## config.mk

```make
export PLATFORM = sky130hd
export DESIGN_NAME = adcsq_top
export DESIGN_NICKNAME = d
export VERILOG_FILES = /design/src/core/adcsq_trig.v /design/src/core/adcsq_top.v
export VERILOG_INCLUDE_DIRS = /design/src /design/src/core
export SDC_FILE = /design/constraint.sdc
export NUM_CORES = 1
export LEC_CHECK = 0
export BUFFER_PORTS_ARGS = -buffer_cell sky130_fd_sc_hd__buf_2
export CORE_MARGIN = 2
export CORE_UTILIZATION = 40
export CTS_CLUSTER_SIZE = 16
export DETAILED_ROUTE_END_ITERATION = 8
export REMOVE_ABC_BUFFERS = 1
export SETUP_SLACK_MARGIN = 0.2
export SLEW_MARGIN = 20
export SYNTH_ARGS = -nofsm -noshare
export SYNTH_HDL_FRONTEND = slang
export SYNTH_SLANG_ARGS = --single-unit
```

## constraint.sdc

```tcl
create_clock -name aclk -period 3.4 [get_ports aclk]
set_clock_uncertainty 0.2 [all_clocks]
set_input_delay 0.51 -clock aclk [delete_from_list [all_inputs] [get_ports aclk]]
set_output_delay 0.51 -clock aclk [all_outputs]
set_load 0.005 [all_outputs]
```

## src/core/adcsq_defines.vh

```
`ifndef ADCSQ_DEFINES_VH
`define ADCSQ_DEFINES_VH

// Register indices; the byte address is four times the index.
`define ADCSQ_IDX_TRIG_CTRL 5'h02
`define ADCSQ_IDX_FMT_SEQ 5'h03
`define ADCSQ_IDX_START 5'h05
`define ADCSQ_IDX_STATUS 5'h06
`define ADCSQ_IDX_CCF 5'h07
`define ADCSQ_IDX_CMP_EN 5'h08
`define ADCSQ_IDX_IRQ_STAT 5'h09
`define ADCSQ_IDX_IRQ_MASK 5'h0a
`define ADCSQ_IDX_RESULT0 5'h10
`define ADCSQ_IDX_RESULT7 5'h17

// Trigger control fields.
`define ADCSQ_TRIG_LE_BIT 4
`define ADCSQ_TRIG_POL_BIT 3
`define ADCSQ_TRIG_EN_BIT 2
`define ADCSQ_CMP_IRQ_EN_BIT 0

// Format and sequence control fields.
`define ADCSQ_JUSTIFY_BIT 7
`define ADCSQ_SEQ_MSB 6
`define ADCSQ_SEQ_LSB 3
`define ADCSQ_FIFO_BIT 2
`define ADCSQ_HALT_MSB 1
`define ADCSQ_HALT_LSB 0
`define ADCSQ_FMT_SEQ_RESET 8'h20

// Start register fields.
`define ADCSQ_SCAN_BIT 5

// Interrupt status and mask fields.
`define ADCSQ_IRQ_SEQ_BIT 0
`define ADCSQ_IRQ_CMP_BIT 1

// Debug halt selections.
`define ADCSQ_HALT_FINISH 2'h2
`define ADCSQ_HALT_NOW 2'h3

// Sequence lengths.
`define ADCSQ_SEQ_MAX 4'h8

// Bus responses.
`define ADCSQ_RESP_OKAY 2'h0
`define ADCSQ_RESP_SLVERR 2'h2

`endif

```

## src/core/adcsq_trig.v

```verilog
`timescale 1ns/1ps
`default_nettype none

// Turns the external trigger pin into a start request of the chosen kind.
module adcsq_trig (
  input wire aclk,
  input wire aresetn,
  input wire trig_in,
  input wire trig_level_edge_sel,
  input wire trig_polarity_sel,
  output wire trig_fire
);

  reg prev_reg;

  // Previous pin value, for edge detection.
  always @(posedge aclk) begin
    if (!aresetn) begin
      prev_reg <= 1'b0;
    end else begin
      prev_reg <= trig_in;
    end
  end

  // Edge modes give a one-cycle pulse; level modes stay high while active.
  assign trig_fire = trig_level_edge_sel ?
    (trig_in == trig_polarity_sel) :
    (trig_polarity_sel ? (trig_in & ~prev_reg) : (~trig_in & prev_reg));

endmodule // adcsq_trig

`default_nettype wire

```

## src/core/adcsq_top.v

```verilog
`timescale 1ns/1ps
`default_nettype none
`include "adcsq_defines.vh"

module adcsq_top (
  input wire aclk,
  input wire aresetn,
  input wire [7:0] s_axi_awaddr,
  input wire s_axi_awvalid,
  output wire s_axi_awready,
  input wire [31:0] s_axi_wdata,
  input wire [3:0] s_axi_wstrb,
  input wire s_axi_wvalid,
  output wire s_axi_wready,
  output wire [1:0] s_axi_bresp,
  output wire s_axi_bvalid,
  input wire s_axi_bready,
  input wire [7:0] s_axi_araddr,
  input wire s_axi_arvalid,
  output wire s_axi_arready,
  output wire [31:0] s_axi_rdata,
  output wire [1:0] s_axi_rresp,
  output wire s_axi_rvalid,
  input wire s_axi_rready,
  input wire ext_trig_in,
  input wire stop_mode,
  input wire debug_freeze,
  input wire conv_done,
  input wire [11:0] conv_data,
  output wire conv_start,
  output wire conv_abort,
  output wire conv_hold,
  output wire irq
);

  localparam ST_IDLE = 2'h0;
  localparam ST_ISSUE = 2'h1;
  localparam ST_WAIT = 2'h2;

  // Bus slave state.
  reg aw_have_reg;
  reg [4:0] aw_idx_reg;
  reg aw_ok_reg;
  reg w_have_reg;
  reg [7:0] wdata_reg;
  reg w_lane_reg;
  reg bvalid_reg;
  reg [1:0] bresp_reg;
  reg rvalid_reg;
  reg [31:0] rdata_reg;
  reg [1:0] rresp_reg;

  // Software registers.
  reg [7:0] trig_ctrl_reg;
  reg [7:0] fmt_seq_reg;
  reg scan_reg;
  reg [7:0] compare_en_per_conv_reg;
  reg [7:0] conv_complete_flag_reg;
  reg [1:0] irq_stat_reg;
  reg [1:0] irq_mask_reg;
  reg [15:0] result_mem [0:7];

  // Sequencer state.
  reg [1:0] state_reg;
  reg [2:0] seq_cnt_reg;
  reg [2:0] conv_counter_reg;
  reg armed_reg;
  reg conv_start_reg;
  reg conv_abort_reg;
  reg conv_hold_reg;

  wire trig_fire;
  wire result_justify_sel = fmt_seq_reg[`ADCSQ_JUSTIFY_BIT];
  wire [3:0] seq_field = fmt_seq_reg[`ADCSQ_SEQ_MSB:`ADCSQ_SEQ_LSB];
  wire fifo_mode = fmt_seq_reg[`ADCSQ_FIFO_BIT];
  wire [1:0] debug_halt_sel = fmt_seq_reg[`ADCSQ_HALT_MSB:`ADCSQ_HALT_LSB];
  wire ext_trig_en = trig_ctrl_reg[`ADCSQ_TRIG_EN_BIT];
  wire compare_irq_en = trig_ctrl_reg[`ADCSQ_CMP_IRQ_EN_BIT];

  // Zero and every code with the top bit set mean a full sequence of eight.
  wire [3:0] seq_len = (seq_field[3] || seq_field == 4'h0) ?
    `ADCSQ_SEQ_MAX : seq_field;
  wire [2:0] seq_last = seq_len[2:0] - 3'h1;

  // Code 01 falls through to "keep converting" with 00.
  wire halt_now = debug_freeze && (debug_halt_sel == `ADCSQ_HALT_NOW);
  wire halt_next = debug_freeze &&
    (debug_halt_sel == `ADCSQ_HALT_FINISH || halt_now);

  // Write decode happens once both address and data are held.
  wire wr_fire = aw_have_reg && w_have_reg && !bvalid_reg;
  wire wr_en = wr_fire && aw_ok_reg && w_lane_reg;
  wire wr_trig = wr_en && (aw_idx_reg == `ADCSQ_IDX_TRIG_CTRL);
  wire wr_fmt = wr_en && (aw_idx_reg == `ADCSQ_IDX_FMT_SEQ);
  wire wr_start = wr_en && (aw_idx_reg == `ADCSQ_IDX_START);
  wire wr_ccf = wr_en && (aw_idx_reg == `ADCSQ_IDX_CCF);
  wire wr_cmp = wr_en && (aw_idx_reg == `ADCSQ_IDX_CMP_EN);
  wire wr_istat = wr_en && (aw_idx_reg == `ADCSQ_IDX_IRQ_STAT);
  wire wr_imask = wr_en && (aw_idx_reg == `ADCSQ_IDX_IRQ_MASK);

  // A result lands only while a conversion is outstanding and not aborted.
  wire result_take = (state_reg == ST_WAIT) && conv_done && !wr_fmt &&
    !wr_start;
  wire seq_end = result_take && (seq_cnt_reg == seq_last);
  wire restart = seq_end && scan_reg && !ext_trig_en;
  // Trigger is ignored in stop mode, since the bus clock is not trusted.
  wire trig_start = ext_trig_en && trig_fire && armed_reg && !stop_mode &&
    (state_reg == ST_IDLE) && !wr_fmt && !wr_start;

  // Automatic compare is masked off completely in FIFO mode.
  wire cmp_event = result_take && !fifo_mode && compare_irq_en &&
    compare_en_per_conv_reg[conv_counter_reg];

  wire [15:0] justified = result_justify_sel ?
    {4'h0, conv_data} : {conv_data, 4'h0};

  function mapped;
    input [4:0] idx;
    begin
      mapped = (idx == `ADCSQ_IDX_TRIG_CTRL) || (idx == `ADCSQ_IDX_FMT_SEQ) ||
        (idx == `ADCSQ_IDX_START) || (idx == `ADCSQ_IDX_STATUS) ||
        (idx == `ADCSQ_IDX_CCF) || (idx == `ADCSQ_IDX_CMP_EN) ||
        (idx == `ADCSQ_IDX_IRQ_STAT) || (idx == `ADCSQ_IDX_IRQ_MASK) ||
        (idx >= `ADCSQ_IDX_RESULT0 && idx <= `ADCSQ_IDX_RESULT7);
    end
  endfunction

  adcsq_trig u_trig (
    .aclk(aclk),
    .aresetn(aresetn),
    .trig_in(ext_trig_in),
    .trig_level_edge_sel(trig_ctrl_reg[`ADCSQ_TRIG_LE_BIT]),
    .trig_polarity_sel(trig_ctrl_reg[`ADCSQ_TRIG_POL_BIT]),
    .trig_fire(trig_fire)
  );

  // Write channel: address and data are taken in either order.
  always @(posedge aclk) begin
    if (!aresetn) begin
      aw_have_reg <= 1'b0;
      aw_idx_reg <= 5'h00;
      aw_ok_reg <= 1'b0;
      w_have_reg <= 1'b0;
      wdata_reg <= 8'h00;
      w_lane_reg <= 1'b0;
      bvalid_reg <= 1'b0;
      bresp_reg <= `ADCSQ_RESP_OKAY;
    end else begin
      if (s_axi_awvalid && s_axi_awready) begin
        aw_have_reg <= 1'b1;
        aw_idx_reg <= s_axi_awaddr[6:2];
        aw_ok_reg <= mapped(s_axi_awaddr[6:2]) && !s_axi_awaddr[7];
      end
      if (s_axi_wvalid && s_axi_wready) begin
        w_have_reg <= 1'b1;
        wdata_reg <= s_axi_wdata[7:0];
        w_lane_reg <= s_axi_wstrb[0];
      end
      if (wr_fire) begin
        aw_have_reg <= 1'b0;
        w_have_reg <= 1'b0;
        bvalid_reg <= 1'b1;
        bresp_reg <= aw_ok_reg ? `ADCSQ_RESP_OKAY : `ADCSQ_RESP_SLVERR;
      end else if (bvalid_reg && s_axi_bready) begin
        bvalid_reg <= 1'b0;
      end
    end
  end

  assign s_axi_awready = !aw_have_reg && !bvalid_reg;
  assign s_axi_wready = !w_have_reg && !bvalid_reg;
  assign s_axi_bvalid = bvalid_reg;
  assign s_axi_bresp = bresp_reg;

  // Read data mux; only the low sixteen bits ever carry data.
  reg [15:0] rd_mux;
  wire [4:0] ar_idx = s_axi_araddr[6:2];
  always @* begin
    rd_mux = 16'h0000;
    case (ar_idx)
      `ADCSQ_IDX_TRIG_CTRL: rd_mux = {8'h00, trig_ctrl_reg};
      `ADCSQ_IDX_FMT_SEQ: rd_mux = {8'h00, fmt_seq_reg};
      `ADCSQ_IDX_START: rd_mux = {10'h000, scan_reg, 5'h00};
      `ADCSQ_IDX_STATUS: rd_mux = {8'h00, state_reg != ST_IDLE,
        conv_hold_reg, 1'b0, armed_reg, 1'b0, conv_counter_reg};
      `ADCSQ_IDX_CCF: rd_mux = {8'h00, conv_complete_flag_reg};
      `ADCSQ_IDX_CMP_EN: rd_mux = {8'h00, compare_en_per_conv_reg};
      `ADCSQ_IDX_IRQ_STAT: rd_mux = {14'h0000, irq_stat_reg};
      `ADCSQ_IDX_IRQ_MASK: rd_mux = {14'h0000, irq_mask_reg};
      default: begin
        if (ar_idx >= `ADCSQ_IDX_RESULT0 && ar_idx <= `ADCSQ_IDX_RESULT7) begin
          rd_mux = result_mem[ar_idx[2:0]];
        end
      end
    endcase
  end

  // Read channel: one read at a time, answered one cycle after the address.
  always @(posedge aclk) begin
    if (!aresetn) begin
      rvalid_reg <= 1'b0;
      rdata_reg <= 32'h00000000;
      rresp_reg <= `ADCSQ_RESP_OKAY;
    end else if (s_axi_arvalid && !rvalid_reg) begin
      rvalid_reg <= 1'b1;
      rdata_reg <= {16'h0000, rd_mux};
      rresp_reg <= (mapped(ar_idx) && !s_axi_araddr[7]) ?
        `ADCSQ_RESP_OKAY : `ADCSQ_RESP_SLVERR;
    end else if (rvalid_reg && s_axi_rready) begin
      rvalid_reg <= 1'b0;
    end
  end

  assign s_axi_arready = !rvalid_reg;
  assign s_axi_rvalid = rvalid_reg;
  assign s_axi_rdata = rdata_reg;
  assign s_axi_rresp = rresp_reg;

  // Plain control registers.
  always @(posedge aclk) begin
    if (!aresetn) begin
      trig_ctrl_reg <= 8'h00;
      fmt_seq_reg <= `ADCSQ_FMT_SEQ_RESET;
      scan_reg <= 1'b0;
      compare_en_per_conv_reg <= 8'h00;
      irq_mask_reg <= 2'h0;
    end else begin
      if (wr_trig) begin
        trig_ctrl_reg <= {3'h0, wdata_reg[4:2], 1'b0, wdata_reg[0]};
      end
      if (wr_fmt) begin
        fmt_seq_reg <= wdata_reg;
      end
      if (wr_start) begin
        scan_reg <= wdata_reg[`ADCSQ_SCAN_BIT];
      end
      if (wr_cmp) begin
        compare_en_per_conv_reg <= wdata_reg;
      end
      if (wr_imask) begin
        irq_mask_reg <= wdata_reg[1:0];
      end
    end
  end

  // Sticky flags: a set in the same cycle as a clear wins.
  wire [7:0] ccf_set = result_take ? (8'h01 << conv_counter_reg) : 8'h00;
  wire [7:0] ccf_clr = (wr_ccf ? wdata_reg : 8'h00) |
    (wr_start ? 8'hff : 8'h00);
  wire [1:0] istat_set = {cmp_event, seq_end};
  wire [1:0] istat_clr = wr_istat ? wdata_reg[1:0] : 2'h0;
  always @(posedge aclk) begin
    if (!aresetn) begin
      conv_complete_flag_reg <= 8'h00;
      irq_stat_reg <= 2'h0;
    end else begin
      conv_complete_flag_reg <= (conv_complete_flag_reg & ~ccf_clr) |
        ccf_set;
      irq_stat_reg <= (irq_stat_reg & ~istat_clr) | istat_set;
    end
  end

  assign irq = |(irq_stat_reg & irq_mask_reg);

  // Result file; stored at the counter position in both modes.
  always @(posedge aclk) begin
    if (result_take) begin
      result_mem[conv_counter_reg] <= justified;
    end
  end

  // Sequencer. Abort takes priority over any result arriving that cycle.
  always @(posedge aclk) begin
    if (!aresetn) begin
      state_reg <= ST_IDLE;
      seq_cnt_reg <= 3'h0;
      conv_counter_reg <= 3'h0;
      armed_reg <= 1'b0;
      conv_start_reg <= 1'b0;
      conv_abort_reg <= 1'b0;
      conv_hold_reg <= 1'b0;
    end else begin
      conv_start_reg <= 1'b0;
      conv_abort_reg <= 1'b0;
      conv_hold_reg <= halt_now && (state_reg == ST_WAIT) && !wr_fmt &&
        !wr_start;
      if (wr_fmt) begin
        state_reg <= ST_IDLE;
        seq_cnt_reg <= 3'h0;
        conv_counter_reg <= 3'h0;
        conv_abort_reg <= (state_reg != ST_IDLE);
      end else if (wr_start) begin
        armed_reg <= 1'b1;
        seq_cnt_reg <= 3'h0;
        conv_counter_reg <= 3'h0;
        conv_abort_reg <= (state_reg != ST_IDLE);
        state_reg <= ext_trig_en ? ST_IDLE : ST_ISSUE;
      end else begin
        case (state_reg)
          ST_IDLE: begin
            if (trig_start) begin
              state_reg <= ST_ISSUE;
              seq_cnt_reg <= 3'h0;
              if (!fifo_mode) begin
                conv_counter_reg <= 3'h0;
              end
            end
          end
          ST_ISSUE: begin
            // Hold off the next conversion while the debugger has us halted.
            if (!halt_next) begin
              conv_start_reg <= 1'b1;
              state_reg <= ST_WAIT;
            end
          end
          ST_WAIT: begin
            if (result_take) begin
              // Three-bit counter wraps naturally after register seven.
              conv_counter_reg <= conv_counter_reg + 3'h1;
              if (seq_end) begin
                seq_cnt_reg <= 3'h0;
                state_reg <= restart ? ST_ISSUE : ST_IDLE;
                if (restart && !fifo_mode) begin
                  conv_counter_reg <= 3'h0;
                end
              end else begin
                seq_cnt_reg <= seq_cnt_reg + 3'h1;
                state_reg <= ST_ISSUE;
              end
            end
          end
          default: begin
            state_reg <= ST_IDLE;
          end
        endcase
      end
    end
  end

  assign conv_start = conv_start_reg;
  assign conv_abort = conv_abort_reg;
  assign conv_hold = conv_hold_reg;

endmodule // adcsq_top

`default_nettype wire

```

# Word level (Yosys, flattened, before mapping)
# Memory sizes are Yosys's and may differ from the RTL's.
# Index checks and enable logic that the tools add are counted.
totals:
  mem_count: 1
  ram_bits: 128
  input_bits: 75
  regBits: 85
  output_inout_bits: 45
classes:
  n_eq_ne: 35
  magnitude_cmp: 5
  muxes: 41
  addsub: 3
  shifts: 1
  n_reduce_logical: 87
  n_bitwise: 15
mem_list:
  columns: ["name", "words", "width", "rd", "rd_ports_with_merged_regs", "write_ports", "line", "text"]
  rows:
  - ["result_mem", 8, 16, 1, 0, 1, "adcsq_top.v:61", "reg [15:0] result_mem [0:7];"]
ops:
  columns: ["op", "count"]
  rows:
  - ["16-bit one-hot mux with 8 select lines", 1]
  - ["5-bit by 4-bit equality test with 1-bit output, second input constant", 9]
  - ["1-bit logical AND", 43]
  - ["5-bit by 3-bit equality test with 1-bit output, second input constant", 8]
  - ["16-bit 2-to-1 mux", 2]
  - ["5-bit by 2-bit equality test with 1-bit output, second input constant", 6]
  - ["3-bit 2-to-1 mux", 9]
  - ["8-bit 2-to-1 mux", 3]
  - ["1-bit logical OR", 18]
  - ["8-bit OR", 2]
  - ["1-bit 2-to-1 mux", 15]
  - ["2-bit 2-to-1 mux", 7]
  - ["3-bit one-hot mux with 2 select lines", 2]
  - ["1-bit zero test", 11]
  - ["5-bit greater-or-equal comparator, second input constant", 2]
  - ["5-bit <= comparator, second input constant", 2]
  - ["3-bit != test, second input constant", 3]
  - ["8-bit AND", 1]
  - ["8-bit NOT", 1]
  - ["2-bit nonzero test", 4]
  - ["1-bit by 3-bit << shifter with 8-bit output, first input constant", 1]
  - ["3-bit by 1-bit adder with 3-bit output, second input constant", 2]
  - ["2-bit equality test, second input constant", 3]
  - ["2-bit != test, second input constant", 3]
  - ["other kinds (20)", 29]

# Logic depth before layout (Yosys ltp)
# Gate-level depths: netlist of the first run.
depth:
  ltp_word: 16
  mapped_depth: 9
  mapped_depth_nobuf: 7

# Hierarchy
# A second synthesis of the first run with hierarchy kept.
unflattened:
  hier_cells: 679
  hier_area_um2: 8998.6
by_module_without_submodules:
  columns: ["module", "area_per_inst_um2", "n_inst", "cells_each"]
  rows:
  - ["adcsq_top", 8948.6, 1, 673]
  - ["adcsq_trig", 50.0, 1, 6]

# Worst setup path after synthesis of the first run
# No wires, ideal clock.
synth_path:
  path_type: "flip-flop to flip-flop"
  startpoint: "register bvalid_reg (netlist: s_axi_bvalid)"
  endpoint: "memory result_mem[6][0], enable pin"
  arrival_time_ns: 2.415
  slack_ns: 0.376
  t_required_ns: 2.791
  synth_period_minus_slack_ns: 3.024
  stages_incl_launch_ff: 7
  path_cell_list: "dfxtp_1 > and3b_1 > buf_6 > a41oi_2 > buf_6 > nand2_1 > nor3_1"
synth_between:
  elab_chain_cells: 10
  word_cells_on_any_way: 12
  classes_between: "2 x mux; 10 x reduce/logical"
synth_lines:
  columns: ["element", "line", "text"]
  rows:
  - ["from (decl)", "adcsq_top.v:47", "reg bvalid_reg;"]
  - ["from (signal assigned)", "adcsq_top.v:146", "bvalid_reg <= 1'b0;"]
  - ["from (signal assigned)", "adcsq_top.v:162", "bvalid_reg <= 1'b1;"]
  - ["from (signal assigned)", "adcsq_top.v:165", "bvalid_reg <= 1'b0;"]
  - ["1-bit zero test *", "adcsq_top.v:91", "wire wr_fire = aw_have_reg && w_have_reg && !bvalid_reg;"]
  - ["1-bit logical AND *", "adcsq_top.v:91", null]
  - ["1-bit logical AND * (2 in series)", "adcsq_top.v:92", "wire wr_en = wr_fire && aw_ok_reg && w_lane_reg;"]
  - ["1-bit logical AND", "adcsq_top.v:94", "wire wr_fmt = wr_en && (aw_idx_reg == `ADCSQ_IDX_FMT_SEQ);"]
  - ["1-bit zero test", "adcsq_top.v:102", "wire result_take = (state_reg == ST_WAIT) && conv_done && !wr_fmt &&"]
  - ["1-bit logical AND", "adcsq_top.v:102", null]
  - ["1-bit logical AND *", "adcsq_top.v:102", null]
  - ["1-bit 2-to-1 mux *", "adcsq_top.v:267", "if (result_take) begin"]
  - ["1-bit 2-to-1 mux (not written as such) *", "adcsq_top.v:268", "result_mem[conv_counter_reg] <= justified;"]
  - ["to (decl)", "adcsq_top.v:61", null]
# Mark *: on every way between the ends. The rest lies on a longest branch, timed or not.

# Worst setup path after layout of the first run
layout_path:
  startpoint: "register aw_idx_reg[1]"
  endpoint: "memory result_mem[6][4], enable pin"
layout_between:
  elab_chain_cells: 7
  word_cells_on_any_way: 10
  classes_between: "2 x eq/ne; 2 x mux; 6 x reduce/logical"
layout_lines:
  columns: ["element", "line", "text"]
  rows:
  - ["from (decl)", "adcsq_top.v:42", "reg [4:0] aw_idx_reg;"]
  - ["from (signal assigned)", "adcsq_top.v:151", "aw_idx_reg <= s_axi_awaddr[6:2];"]
  - ["5-bit by 2-bit equality test with 1-bit output (no line)", null, null]
  - ["1-bit logical AND", "adcsq_top.v:94", null]
  - ["1-bit zero test", "adcsq_top.v:102", null]
  - ["1-bit logical AND", "adcsq_top.v:102", null]
  - ["1-bit logical AND *", "adcsq_top.v:102", null]
  - ["1-bit 2-to-1 mux *", "adcsq_top.v:267", null]
  - ["1-bit 2-to-1 mux (not written as such) *", "adcsq_top.v:268", null]
# Marks and branches as above.

==> results of run 1 <==
[path summary, 6_finish.rpt]
check / depth (start not counted) / to / slack, ps
min reg2reg: 2 / aw_idx_reg[4]$_SDFFE_PN0P_ / 260
max reg2reg: 5 / result_mem[6][4]$_DFFE_PP_ / 960
min: 2 / u_trig.prev_reg$_SDFF_PN0_ / 20
max: 5 / result_mem[6][4]$_DFFE_PP_ / 960
[power by group through the flow]
stage	clock network (mW)	registers (mW)	logic [mW]
finish	2.48	2.76	0.290
global route	2.65	2.76	0.323
CTS	2.55	2.76	0.294
detailed placement	0	2.82	0.292
global placement	0	2.82	0.290
floorplan	0	2.81	0.158
[cells in the final DEF (no fill, tap or decap), types with 4 or more instances in the layout]
cell type / count
edfxtp_1: 128
dfxtp_1: 83
nand2_1: 77
buf_2: 70
a21oi_1: 56
nor2_1: 53
mux2i_1: 37
mux4_2: 34
clkbuf_16: 23
nor2b_1: 20
o21ai_0: 20
conb_1: 18
buf_4: 18
mux2_2: 12
nand3_1: 11
inv_1: 9
nor3_1: 8
ha_1: 8
nand2b_1: 7
and2_1: 7
nor3_2: 6
o21ai_1: 6
nand3b_1: 5
clkbuf_1: 5
xnor2_1: 4
[final cells by class]
type	instances	area, µm²	share of cell area, %
clock buffers	31	636	6.05
clock inverters	10	116	1.11
inverters	10	37.5	0.357
repair buffers	89	495	4.72
well taps	285	357	3.40
flip-flops and latches	211	5510	52.4
multi-input cells	448	3350	31.9
[what timing repair did]
| item | CTS | global route |
|---|---|---|
| hold buffers | 1 | 0 |
| gates resized for setup | 0 | 0 |
| buffers inserted | 0 | 0 |
| endpoints found under the hold margin | 1 | 0 |
[per-stage QoR]
stage	area, µm²	utilization, %	power (mW)	hold WS, ps
floorplan	8870	-	2.96	228
global placement	9740	43.3	3.11	241
detailed placement	9740	43.3	3.11	249
CTS	10500	46.7	5.61	14.3
global route	10500	46.7	5.73	26.2
finish	10500	46.7	5.54	22.9
[worst max-delay path, cell delays in order, from the launching register on]
cell	delay, ps
dfxtp_1	660
xor2_1	180
a41oi_2	360
nand2_1	220
nor3_2	150
buf_4	330
[cells by family after synthesis]
logic type	Yosys count	synth area share, %
and+or+nand+nor	216	11.8
DFF	211	60.3
AOI/OAI and AO/OA	115	8.09
muxes	84	14.0
buffers and inverters	62	3.99
adders and majority gates	8	1.10
xor gates and xnor gates	7	0.672
other	1	0.0411
[per-layer routing]
metal | up-vias | track usage (%) | part of all wire [%]
met4 | 0 | 5.16 | 2.3
met5 | - | 0 | 0
met1 | 2919 | 23.9 | 45
met3 | 34 | 2.56 | 5.0
li1 | 2733 | - | -
met2 | 155 | 29.1 | 48
==> impl_metrics.csv, run 1 <==
group,metric,value,unit
yosys,yosysMostFrequentCell,"edfxtp_1",
yosys,synth-seq-area-share,60.3,%
placed_design,dpl.cell_count,1042,
yosys,syn_avg_cell_area,13.0,µm²
worst_setup_path,r2r-start,"aw_idx_reg[1]$_SDFFE_PN0P_",
cts,h-tree-depth,1,
timing,final.min_clock_period,2440,ps
yosys,yosysTopAreaCell,"edfxtp_1",
power,sw_frac_of_total,21.9,%
power,pwr-share-seq,49.9,%
floorplanning,rows,55,
yosys,syn-cell-area,0.00913,mm²
yosys,ys_top_cells_by_count,"128 x edfxtp_1, 83 x dfxtp_1, 77 x nand2_1",
drt,drc,0,
yosys,synth-seq-cells,211,
worst_setup_path,worstPathArrival,2420,ps
final_layout,syn_to_final_growth,15.0,%
worst_setup_path,endpoint_kind,"flop",
final_layout,diodes,0,
timing,hold_viol_final,0,
timing,setup_ws,965,ps
status,status,"complete, no violations",
global_route,grt_overflow_total,0,
yosys,yosysTopAreaCellShare,42.1,%
timing,fmax,411,MHz
worst_setup_path,critPathLaunch,"aw_idx_reg[1]$_SDFFE_PN0P_",
floorplanning,die_w,155,µm
global_route,antenna_found_initial,0,
placed_design,io_buffers,70,
cts,clk_pin_slew,60,ps
cts,numCtsBuffers,23,
final_layout,finish.net_count,866,
drt,ant_nets,0,
power,pwr-share-comb,5.2,%
hold_path,min_from,"ext_trig_in",
timing,fin_crit_sh,71.6,%
hold_path,hp-class,"primary input to flop",
final_layout,largest_reg_flops,128,
placed_design,dpl.hpwl,13700,µm
worst_setup_path,crit_path_max_fanout,16,
floorplanning,initial_utilization,40.6,%
yosys,netlist_top_cells_area,"edfxtp_1 42%, dfxtp_1 18%, mux4_2 8.4%, mux2i_1 4.1%, nand2_1 3.2%",
power,ir_drop,0.392,mV
timing,fin_setup_tns,0,ps
drt,avgRoutedWirePerCell,19.3,µm
worst_setup_path,critPathKind,"flop to flop",
cts,cts_root_buf,"clkbuf_16",
global_route,grt_usage,17.5,%
global_route,grt_pass1_vias,5713,
drt,wl,20900,µm
global_route,grt_max_degree,39,
cts,worst_skew_pair.late_latency,520,ps
cts,cts_tree,"yes",
timing,drv_slew,0,
yosys,syn_inst,704,
floorplanning,core-area,0.0225,mm²
yosys,synth-edff-count,128,
drt,first_pass_iters,4,
drt,vias,5841,
placed_design,gp_congestion,0.902,
timing,slew_headroom,38.5,%
yosys,ys.flop_type,"edfxtp_1",
final_layout,num-fill-cells,2018,
floorplanning,die-area,0.0240,mm²
floorplanning,dieHeight,155,µm
worst_setup_path,cp.required,3380,ps
final_layout,regMostFlops,"result_mem",
timing,rsz0062_at_grt,"false",
cts,clock_path_buffers,3,
drt,via_per_inst,5.39,
drt,drt_iter0_drc,395,
floorplanning,pin_count,120,
power,p_leak,3.73,nW
power,power_switching,1.21,mW
power,p_per_area,527,mW/mm²
cts,cts_sinks,211,
power,p_int,4.32,mW
worst_setup_path,startpoint_type,"flop",
yosys,ys_types,65,
yosys,synth_warnings,0,
placed_design,dp_slack,620,ps
yosys,synthArstFlopShare,0,%
final_layout,stdcell_count,1084,
timing,tightest_slew,921,ps
timing,finalSetupViolCount,0,
power,p_clk_share,44.9,%
global_route,grt_pass1_wl,32400,µm
final_layout,layout-drive-gt1-share,23.4,%
job,maxCapViolations,0,
(Power assumes the default switching activity.)
==> run 2, diff against run 1 <==
Clock period 3.4 ns to 2.2 ns, I/O delays scaled along.
==> run 2 against run 1 <==
  * Worst hold slack lost 11 ps
  * Setup slack got worse by 830 ps
  * Global-route usage increased by 1.1 points
  * Core utilization up 3.9 points
  * Sequential power increased by 54%
  * Wire length rose by 7.1%
  * Clock-buffer cell count decreased by 1
  * Critical endpoint is now result_mem[0][9]$_DFFE_PP_
  * Largest power group unchanged
==> impl_metrics.csv, run 2 (synthesized netlist as in run 1, its figures left out) <==
group,metric,value,unit
hold_path,hold_end,"aw_ok_reg$_SDFFE_PN0P_",
worst_setup_path,endpoint_kind,"flop",
cts,numCtsBuffers,23,
placed_design,gp_congestion,0.901,
hold_path,whs_path_depth,6,
worst_setup_path,critPathKind,"flop to flop",
timing,final.min_clock_period,2070,ps
power,ir_drop,0.664,mV
final_layout,diodes,0,
global_route,grt_usage,18.6,%
status,status,"complete, no violations",
global_route,grt_pass1_vias,6104,
cts,cts_tree,"yes",
final_layout,num-fill-cells,1972,
placed_design,io_buffers,70,
global_route,grt_pass1_wl,34200,µm
timing,hold_viol_final,0,
worst_setup_path,regToRegEndpoint,"result_mem[0][9]$_DFFE_PP_",
worst_setup_path,critical_path.max_stage_delay,360,ps
final_layout,final_cell_mix,"128 x edfxtp_1, 79 x dfxtp_1, 75 x nand2_1",
final_layout,stdcell_area,0.0114,mm²
floorplanning,core-area,0.0225,mm²
drt,via_per_inst,5.26,
floorplanning,dieHeight,155,µm
drt,avgRoutedWirePerCell,19.3,µm
worst_setup_path,worstPathArrival,2100,ps
floorplanning,die-area,0.0240,mm²
job,maxCapViolations,0,
timing,finalSetupViolCount,0,
worst_setup_path,slowest_stage,"a41oi_4",
placed_design,dpl.hpwl,15000,µm
drt,vias,6097,
drt,drt_iter0_drc,477,
worst_setup_path,startpoint_type,"flop",
worst_setup_path,crit_path_max_fanout,7,
timing,fin_crit_sh,93.9,%
cts,worst_skew_pair.late_latency,520,ps
cts,clk_pin_slew,60,ps
placed_design,dp_slack,-419,ps
floorplanning,rows,55,
timing,fmax,484,MHz
cts,h-tree-depth,1,
worst_setup_path,cp.required,2230,ps
timing,drv_slew,0,
worst_setup_path,crit_chain,"and3b_2 -> a41oi_4 -> nand2_4 -> nor3_4 -> buf_6 -> clkbuf_16",
final_layout,post-route-util,50.5,%
final_layout,finish.net_count,940,
timing,setup_ws,133,ps
final_layout,layout-drive-gt1-share,29.1,%
timing,tightest_slew,535,ps
cts,cts_sinks,211,
hold_path,min_from,"s_axi_awaddr[7]",
cts,clock_path_buffers,3,
global_route,grt_overflow_total,0,
worst_setup_path,reg2reg_setup_slack,130,ps
drt,drc,0,
worst_setup_path,r2r-start,"aw_idx_reg[4]$_SDFFE_PN0P_",
final_layout,regMostFlops,"result_mem",
cts,cts_root_buf,"clkbuf_16",
floorplanning,initial_utilization,40.6,%
drt,wl,22400,µm
worst_setup_path,worst-r2r-cell-count,6,
power,p_per_area,736,mW/mm²
global_route,antenna_found_initial,0,
drt,ant_nets,0,
power,p_leak,4.11,nW
timing,rsz0062_at_grt,"true",
floorplanning,pin_count,120,
final_layout,largest_reg_flops,128,
final_layout,syn_to_final_growth,24.5,%
placed_design,place_area,0.0101,mm²
global_route,grt_max_degree,38,
floorplanning,die_w,155,µm
hold_path,hp-class,"primary input to flop",
drt,first_pass_iters,7,
timing,slew_headroom,64.2,%
final_layout,layout_commonest_cell,"edfxtp_1",
==> run 2: layer usage <==
metal / wire length, µm / share of wire [%] / vias up / global-route usage, %
met4: 586 / 2.6 / 0 / 5.91
met2: 11000 / 49 / 149 / 32.7
met5: 0 / 0 / - / 0
met3: 880 / 3.9 / 44 / 2.28
li1: - / - / 2891 / -
met1: 9900 / 44 / 3013 / 24.0
==> run 2: worst max path at each step <==
stage	startpoint	to	depth (start not counted)	slack [ps]
2_1_floorplan	s_axi_bvalid$_SDFFE_PN0P_	result_mem[6][0]$_DFFE_PP_	4	-940
3_3_place_gp	s_axi_araddr[2]	s_axi_rdata[4]$_SDFFE_PN0P_	7	-410
3_5_place_dp	s_axi_araddr[2]	s_axi_rdata[4]$_SDFFE_PN0P_	7	-420
4_1_cts	result_mem[7][4]$_DFFE_PP_	s_axi_rdata[4]$_SDFFE_PN0P_	6	150
5_1_grt	state_reg[0]$_SDFFE_PP0P_	result_mem[0][15]$_DFFE_PP_	6	70
6_report	aw_idx_reg[4]$_SDFFE_PN0P_	result_mem[0][9]$_DFFE_PP_	6	130
==> run 2: critical path, delay by kind of cell (launching register included) <==
kind | cells | cell delay [ps]
and+or+nand+nor | 3 | 600
AOI/OAI and AO/OA | 1 | 360
DFF | 1 | 320
buffers and inverters | 2 | 300
==> run 2: area by class of cell <==
class	count	area [µm²]	share of cell area, %
Sequential cell	211	5510	48.5
Multi-Input combinational cell	448	3520	30.9
Clock inverter	12	65.1	0.572
Inverter	10	37.5	0.330
Timing Repair Buffer	163	1260	11.1
Tap cell	285	357	3.14
Clock buffer	30	622	5.47
==> run 2: timing repair <==
| item | in CTS | in global routing |
|---|---|---|
| pin swaps | 7 | 4 |
| gates cloned | 0 | 1 |
| hold buffers | 28 | 0 |
| resized for setup | 20 | 23 |
| buffers inserted | 2 | 3 |
| setup endpoints to repair | 136 | 153 |
| endpoints found under the hold margin | 26 | 0 |
==> run 2: through the flow <==
stage                     instances  hold WS (ps)  total power, mW  setup TNS (ps)
after floorplan                 669           192             4.58         -106390
after global placement         1083           247             4.85           -1750
after detailed placement       1083           250             4.86           -1760
after CTS                      1155          8.06             8.42               0
after global routing           1159          22.9             8.64               0
final                          1159          12.1             8.37               0
==> run 2: report_power, final <==
group          switching, mW  internal [mW]  total (mW)
Sequential            0.0451           4.22        4.26
Combinational          0.297          0.266       0.563
Clock                   1.55           1.99        3.54
